$ cat src/core/kds_defs.svh
// Purpose: constants for the keyboard/display scanner
// Assumes: 10 MHz system clock, one clock domain
// Notes on behaviour
// - One refresh step per tick; tick is 32 times an interval count of cycles.
// - Machine cycle is 15 oscillator periods, or 30 for the slow variant.
// - One strobe enables the character and drives its key row.
// - Scan rate chosen so at least 50 full scans happen per second.
// - Debounce length is a programmable count of complete scans.
// - Strobe bit 7 is leftmost/bottom row, bit 4 top row, bit 0 rightmost.
// - Strobe pattern comes from a table indexed by character position.
// - Table holds one-hot strobe codes, inverted when CHAR_ACT_HIGH is 0, one bit per character.
// - Blank segment code is output between characters to avoid ghosting.
// - Segment bit 7 is decimal point, bits 6..0 segments g..a.
// - Segment polarity setting selects inverted segment outputs.
// - Character count and driver polarities are build-time parameters.
// - Reference build: eight characters and sixteen keys.
// - Default polarity: high level turns a character or segment on.
// - Key accepted only after seen on 4 successive scans by default.
// - Accepted key position, left-right bottom-top from 00, goes to buffer.
// - N-key lockout; a new key needs a scan with no key held; one key reported at a time.
`ifndef KDS_DEFS_SVH
`define KDS_DEFS_SVH
`define KDS_CLK_HZ 10000000
`define KDS_OSC_PER_MC 15
`define KDS_OSC_PER_MC_SLOW 30
`define KDS_TICK_MULT 32
`define KDS_INTERVAL_DEF 16
`define KDS_DEBOUNCE_DEF 4
`define KDS_CHARS 8
`define KDS_ROWS 4
`define KDS_COLS 4
`define KDS_BLANK 8'h00
`define KDS_MIN_SCAN_HZ 50
`endif

$ cat src/core/kds_pkg.sv
// Purpose: types for the keyboard/display scanner
// Assumes: kds_defs.svh holds the numbers
// Notes: key report travels as one struct
package kds_pkg;
	typedef enum logic [1:0] {
		KDS_BLANK_ST = 2'b00,
		KDS_SHOW_ST = 2'b01
	} kds_state_t;
	typedef struct packed {
		logic valid;
		logic [3:0] pos;
	} kds_key_t;
endpackage

$ cat src/core/kds_scanner.sv
// Purpose: multiplexed display refresh and key matrix scanner
// Assumes: inputs synchronous to clk_sys_i; matrix returns active low
// Notes: strobe table, segment store and key buffer are held here
`timescale 1ns/1ps
`include "kds_defs.svh"
module kds_scanner #(
	parameter int CHARS = `KDS_CHARS, // Character count
	parameter int ROWS = `KDS_ROWS, // Key rows, at most CHARS
	parameter int COLS = `KDS_COLS, // Return lines
	parameter bit CHAR_ACT_HIGH = 1'b1, // Strobe driver polarity
	parameter bit SEG_ACT_HIGH = 1'b1, // Segment driver polarity
	parameter bit SLOW_MC = 1'b0, // Slow machine-cycle variant
	parameter int OSC_PER_CLK = 1 // Oscillator periods per clk
) (
	input wire logic clk_sys_i, // System clock
	input wire logic rst_i, // Sync reset, high
	input wire logic [7:0] interval_i, // Tick interval count
	input wire logic [7:0] debounce_scan_count_i, // Scans to accept
	input wire logic segment_polarity_i, // 1 inverts segments
	input wire logic pat_we_i, // Pattern store write
	input wire logic [2:0] pat_addr_i, // Character index
	input wire logic [7:0] pat_data_i, // Segment pattern
	input wire logic key_ack_i, // Host took the key
	input wire logic [COLS-1:0] key_return_port_i, // Return lines
	output logic [CHARS-1:0] character_strobe_port_o, // Strobe
	output logic [7:0] segment_pattern_port_o, // Segments
	output kds_pkg::kds_key_t key_position_buffer_o, // Key report
	output logic scan_done_o // Full-scan pulse
);
	import kds_pkg::*;

	localparam int MC_OSC = SLOW_MC ? `KDS_OSC_PER_MC_SLOW : `KDS_OSC_PER_MC;
	// Clocks per machine cycle, at least one
	localparam int MC_CLKS = (MC_OSC / OSC_PER_CLK) < 1 ? 1 :
		(MC_OSC / OSC_PER_CLK);
	localparam int CW = $clog2(CHARS);

	// Strobe table indexed by position; bit 0 is the rightmost character
	function automatic logic [CHARS-1:0] strobe_entry(input logic [CW-1:0] p);
		logic [CHARS-1:0] v;
		v = '0;
		v[p] = 1'b1;
		return CHAR_ACT_HIGH ? v : ~v;
	endfunction

	// Drive level for a segment byte
	function automatic logic [7:0] seg_drive(input logic [7:0] s,
		input logic inv);
		return (SEG_ACT_HIGH ^ inv) ? s : ~s;
	endfunction

	logic [7:0] pat_mem [CHARS];
	logic [4:0] mc_reg, mc_next;
	logic [12:0] tick_reg, tick_next;
	logic tick;
	kds_state_t st_reg, st_next;
	logic [CW-1:0] pos_reg, pos_next;
	logic [CHARS-1:0] stb_reg, stb_next;
	logic [7:0] seg_reg, seg_next;
	logic [3:0] cand_reg, cand_next;
	logic cand_ok_reg, cand_ok_next;
	logic seen_reg, seen_next;
	logic [3:0] seenpos_reg, seenpos_next;
	logic [7:0] cnt_reg, cnt_next;
	logic locked_reg, locked_next;
	kds_key_t key_reg, key_next;
	logic done_reg, done_next;
	logic [1:0] low_cnt;
	logic [1:0] low_col;

	// Pattern store, written by host
	always_ff @(posedge clk_sys_i) begin
		if (pat_we_i && (32'(pat_addr_i) < CHARS)) begin
			pat_mem[pat_addr_i[CW-1:0]] <= pat_data_i;
		end
	end

	// Tick divider: machine cycles, then 32 x interval of them
	always_comb begin
		mc_next = mc_reg + 5'd1;
		tick_next = tick_reg;
		tick = 1'b0;
		if (mc_reg == 5'(MC_CLKS - 1)) begin
			mc_next = '0;
			tick_next = tick_reg + 13'd1;
			// Interval of zero behaves as 256, a tick every 8192 machine cycles
			if (tick_reg >= (13'(interval_i) * 13'(`KDS_TICK_MULT)) - 13'd1) begin
				tick_next = '0;
				tick = 1'b1;
			end
		end
	end

	always_ff @(posedge clk_sys_i) begin
		if (rst_i) begin
			mc_reg <= '0;
			tick_reg <= '0;
		end else begin
			mc_reg <= mc_next;
			tick_reg <= tick_next;
		end
	end

	// Lowest pressed column in the strobed row; counts lows for lockout
	always_comb begin
		low_cnt = '0;
		low_col = '0;
		for (int c = COLS - 1; c >= 0; c--) begin
			if (!key_return_port_i[c]) begin
				low_col = 2'(COLS - 1 - c);
				low_cnt = (low_cnt == 2'd3) ? low_cnt : low_cnt + 2'd1;
			end
		end
	end

	// Refresh sequencer and key scan; blank step comes first each tick
	always_comb begin
		st_next = st_reg;
		pos_next = pos_reg;
		stb_next = stb_reg;
		seg_next = seg_reg;
		cand_next = cand_reg;
		cand_ok_next = cand_ok_reg;
		seen_next = seen_reg;
		seenpos_next = seenpos_reg;
		cnt_next = cnt_reg;
		locked_next = locked_reg;
		key_next = key_reg;
		done_next = 1'b0;
		if (key_ack_i) begin
			key_next.valid = 1'b0;
		end
		case (st_reg)
			KDS_BLANK_ST: begin
				if (tick) begin
					// Sample row before leaving it; rows use the top strobe
					// bits, so the leftmost character's strobe is the bottom row
					if (32'(pos_reg) >= CHARS - ROWS &&
						low_cnt != 2'd0) begin
						if (low_cnt == 2'd1 && !seen_next) begin
							cand_next = 4'((CHARS - 1 - 32'(pos_reg)) * COLS) +
								4'(low_col);
						end
						seen_next = 1'b1;
						cand_ok_next = cand_ok_next & (low_cnt == 2'd1) & !seen_reg;
					end
					seg_next = seg_drive(`KDS_BLANK, segment_polarity_i);
					st_next = KDS_SHOW_ST;
				end
			end
			KDS_SHOW_ST: begin
				pos_next = (pos_reg == CW'(CHARS - 1)) ? '0 : pos_reg + CW'(1);
				stb_next = strobe_entry(pos_next);
				seg_next = seg_drive(pat_mem[pos_next], segment_polarity_i);
				st_next = KDS_BLANK_ST;
				if (pos_reg == CW'(CHARS - 1)) begin
					done_next = 1'b1;
					// End of full scan: debounce one key only
					if (seen_reg && cand_ok_reg && !locked_reg) begin
						if (cand_reg != seenpos_reg || cnt_reg == 8'd0) begin
							seenpos_next = cand_reg;
							cnt_next = 8'd1;
						end else begin
							cnt_next = cnt_reg + 8'd1;
						end
						if (cnt_next >= debounce_scan_count_i) begin
							key_next.pos = cand_reg;
							key_next.valid = 1'b1;
							locked_next = 1'b1;
						end
					end else if (!seen_reg) begin
						cnt_next = '0;
						locked_next = 1'b0;
					end else if (!locked_reg) begin
						cnt_next = '0;
					end
					seen_next = 1'b0;
					cand_ok_next = 1'b1;
				end
			end
			default: st_next = KDS_BLANK_ST;
		endcase
	end

	always_ff @(posedge clk_sys_i) begin
		if (rst_i) begin
			st_reg <= KDS_BLANK_ST;
			pos_reg <= '0;
			stb_reg <= CHAR_ACT_HIGH ? '0 : '1;
			seg_reg <= SEG_ACT_HIGH ? 8'h00 : 8'hff;
			cand_reg <= '0;
			cand_ok_reg <= 1'b1;
			seen_reg <= 1'b0;
			seenpos_reg <= '0;
			cnt_reg <= '0;
			locked_reg <= 1'b0;
			key_reg <= '0;
			done_reg <= 1'b0;
		end else begin
			st_reg <= st_next;
			pos_reg <= pos_next;
			stb_reg <= stb_next;
			seg_reg <= seg_next;
			cand_reg <= cand_next;
			cand_ok_reg <= cand_ok_next;
			seen_reg <= seen_next;
			seenpos_reg <= seenpos_next;
			cnt_reg <= cnt_next;
			locked_reg <= locked_next;
			key_reg <= key_next;
			done_reg <= done_next;
		end
	end

	assign character_strobe_port_o = stb_reg;
	assign segment_pattern_port_o = seg_reg;
	assign key_position_buffer_o = key_reg;
	assign scan_done_o = done_reg;
endmodule

$ cat config.mk
export PLATFORM = sky130hd
export DESIGN_NAME = kds_scanner
export DESIGN_NICKNAME = d
export VERILOG_FILES = /design/src/core/kds_pkg.sv /design/src/core/kds_scanner.sv
export VERILOG_INCLUDE_DIRS = /design/src /design/src/core
export SDC_FILE = /design/constraint.sdc
export NUM_CORES = 1
export LEC_CHECK = 0
export BUFFER_PORTS_ARGS = -buffer_cell sky130_fd_sc_hd__buf_2
export CAP_MARGIN = 20
export CELL_PAD_IN_SITES_DETAIL_PLACEMENT = 0
export CELL_PAD_IN_SITES_GLOBAL_PLACEMENT = 1
export CORE_MARGIN = 8
export CORE_UTILIZATION = 51
export DETAILED_ROUTE_END_ITERATION = 10
export GPL_TIMING_DRIVEN = 0
export PLACE_DENSITY_LB_ADDON = 0.05
export SLEW_MARGIN = 10
export SYNTH_ARGS = -nofsm -noshare
export SYNTH_HDL_FRONTEND = slang
export SYNTH_SLANG_ARGS = --single-unit
$ cat constraint.sdc
create_clock -name clk_sys_i -period 4.7 [get_ports clk_sys_i]
set_clock_uncertainty 0.05 [all_clocks]
set_input_delay 0.47 -clock clk_sys_i [delete_from_list [all_inputs] [get_ports clk_sys_i]]
set_output_delay 0.47 -clock clk_sys_i [all_outputs]
set_load 0.01 [all_outputs]
==> metrics.txt <==
outcome=complete, no violations; reg-to-reg endpoint=key_position_buffer_o[3]; Yosys reg bits=127; area of the placeable core=0.0115 sq mm; Die Outline Area=0.0156 sq mm; setup slack on the worst flop-to-flop path=about 1600 ps; first-pass GRT wire length=21,200 um; Clock Tree Buf Depth=2; number of global-route vias before repair=4,181; Routed WL per cell=17.1 um; critical path class=flip-flop to flip-flop; Synth cell types=57; Adder-Cell Fraction of Synth Area=0.0539; Worst Reg-to-Reg Cells=13; Tightest Hold Check Type=input port to flip-flop; final core occ=0.618; number of synthesized flops with an enable pin=64; detailed-route via count=4,192; number of antenna violations at the first check in global routing=0; Reg clk slew, reported paths=60 ps; area growth from synthesis to layout=17.4%; actual transition at the worst max-transition pin=1040 ps; total standard cell area after synthesis=slightly above 0.006 sq mm; number of top-level pins=58; areal power density over the cells=364 mW/mm^2; clock buffer count from CTS=17; Setup TNS=0 ps; number of max-cap violations=0; cells taking the most area after synthesis=sky130_fd_sc_hd__edfxtp_1, sky130_fd_sc_hd__dfxtp_1, sky130_fd_sc_hd__ha_1; proportion of register bits with asynchronous set or reset after synthesis=0; VDD IR max=0.000298 V; worst path required time=4950 ps; Critical Path Sink=key_position_buffer_o[3]; proportion of synthesized area in mux cells=0.0845; maximum number of pins on one net before global-route repair=17; leading post-synthesis cells by instance count=sky130_fd_sc_hd__nor2_1, sky130_fd_sc_hd__edfxtp_1, sky130_fd_sc_hd__dfxtp_1; number of standard cells after synthesis=roughly 530; final-report max-slew violation count=0; most frequent cell after synthesis=sky130_fd_sc_hd__nor2_1; die outline height=125 um; startpoint of the worst setup timing path=cnt_reg[0]; cell taking the most area after synthesis=sky130_fd_sc_hd__edfxtp_1; predominant post-synthesis flop cell=sky130_fd_sc_hd__edfxtp_1; hold buffer count at cts=0; clock latency at the later pin of the worst-skew pair=420 ps; final net count=671; Worst Setup Start Kind=flip-flop; max_slew headroom=0.303; post-route minimum period=a little over 3000 ps; area after detailed placement=~0.0065 sq mm; net count of the mapped netlist=595; root cell of the clock tree=sky130_fd_sc_hd__clkbuf_16; vias per std cell=roughly 5.5; flip-flop count of the largest register after layout=64; detailed-route wire length=13,100 um; fin crit share=0.658; post-synthesis simple-gate area fraction=0.152; DRC violation count after routing=0; Compound-Gate Fraction of Synth Area=0.0947; area share of the largest cell type after synthesis=0.318; total overflow reported by the global router=0; Antenna diodes=0; Synthesis Warnings=0; leakage power summed over all cells=0.00277 uW; Setup violations, final=0; total count of hold-check failures in the final report=0; row cnt=39; H-tree depth reported by CTS=4; dominant combinational cell family by area after synthesis=simple AND/OR/NAND/NOR gates; proportion of layout cells with a drive suffix above 1=0.211; TritonCTS clock tree=done; xor-xnor portion of the synthesized cell area=0.0537; critical path fanouts, max=8; number of port buffers=56; drt first pass iters=5; die boundary width=125 um; initial core utilization=0.527; number of buffers added for setup after CTS=0; post-route standard cell area excluding fillers=0.00709 sq mm; Resized cells post-CTS=0; final estimated routing congestion in global placement=0.772; Post-Synthesis Mean Instance Area=11.3 sq um; WP data arrival=3340 ps; post-detail-place hpwl=9040 um; DRT antenna net count=0; RSZ-0062 raised after global routing=false; number of DRC markers in iteration 0=338; number of sinks on the clock net=127; Critical Path End Type=flip-flop; startpoint of the lowest-slack register-to-register path=cnt_reg[0]; max frequency=around 320 MHz; fraction of the yosys area taken by sequential cells=0.527; total global routing track utilization=0.170
-- placed cells by master, fill, tap and decap left out, drive strengths merged, types with 20 or more instances in the layout --
master / synthesis / final
nand2: 26 / 26
mux2: 20 / 20
ha: 26 / 26
a211oi: 20 / 20
xnor2: 21 / 21
edfxtp: 64 / 64
a21oi: 23 / 23
dfxtp: 63 / 63
inv: 20 / 21
clkbuf: 8 / 29
nor2: 66 / 66
mux2i: 24 / 24
buf: 13 / 70
-- area by class of cell --
cell class,count,area (sq um)
sequential,127,3180
clock inverter,10,138
clock buffer,21,440
timing repair buffer,57,288
tap,143,179
buffer,21,133
inverter,20,75.1
fill,960,4380
multi-input combinational,365,2650
-- logic make-up after synthesis --
family / after synthesis
compound gates: 82
flops: 127
fa+ha+maj: 26
xor+xnor: 37
mux: 46
simple gates: 174
buf+inv: 41
-- where the power goes --
| group | internal [uW] | switching, uW | leakage, uW | total [uW] |
|---|---|---|---|---|
| clock network | 828 | 464 | 0.000267 | 1290 |
| logic | 38.9 | 56.3 | 0.00141 | 95.2 |
| registers | 1190 | 7.62 | 0.00109 | 1190 |
| total | 2050 | 528 | 0.00277 | 2580 |
-- through the flow --
stage	setup slack, ps	power, uW	std cells	hold WS, ps
after floorplan	1960	1270	533	397
after global placement	1680	1310	732	396
after detailed placement	1650	1310	733	406
after CTS	1620	2590	764	257
after global routing	1260	2650	764	263
final	1610	2580	764	273
-- worst max-delay path, stage by stage (launching register included) --
cell and delay, ps:
sky130_fd_sc_hd__dfxtp_1 340, sky130_fd_sc_hd__inv_1 100, sky130_fd_sc_hd__ha_1 170, sky130_fd_sc_hd__nor4b_1 250, sky130_fd_sc_hd__nand2_1 200, sky130_fd_sc_hd__nand2_2 180
sky130_fd_sc_hd__nor2_1 70, sky130_fd_sc_hd__ha_1 280, sky130_fd_sc_hd__a21oi_1 150, sky130_fd_sc_hd__nor2b_1 60, sky130_fd_sc_hd__a2111oi_0 330, sky130_fd_sc_hd__o21ai_0 180
sky130_fd_sc_hd__o211ai_2 220, sky130_fd_sc_hd__mux2_2 390
-- worst min-delay path by stage --
stage	start	to	slack (ps)	cells after the start
finish	pat_data_i[6]	pat_mem[0][6]	270	1
CTS	pat_data_i[6]	pat_mem[2][6]	260	1
detailed placement	character_strobe_port_o[1]	character_strobe_port_o[1]	410	2
floorplan	cand_ok_reg	cand_ok_reg	400	1
global placement	character_strobe_port_o[0]	character_strobe_port_o[0]	400	2
global route	pat_data_i[6]	pat_mem[6][6]	260	1
-- per-layer routing --
metal | track usage | vias to the layer above | wire length [um]
met4 | 0.0630 | 0 | 131
li1 | - | 2065 | -
met5 | 0 | - | 0
met1 | 0.219 | 2022 | 6190
met3 | 0.0519 | 12 | 634
met2 | 0.264 | 93 | 6150
No activity file was read; power rests on OpenSTA's default activity.
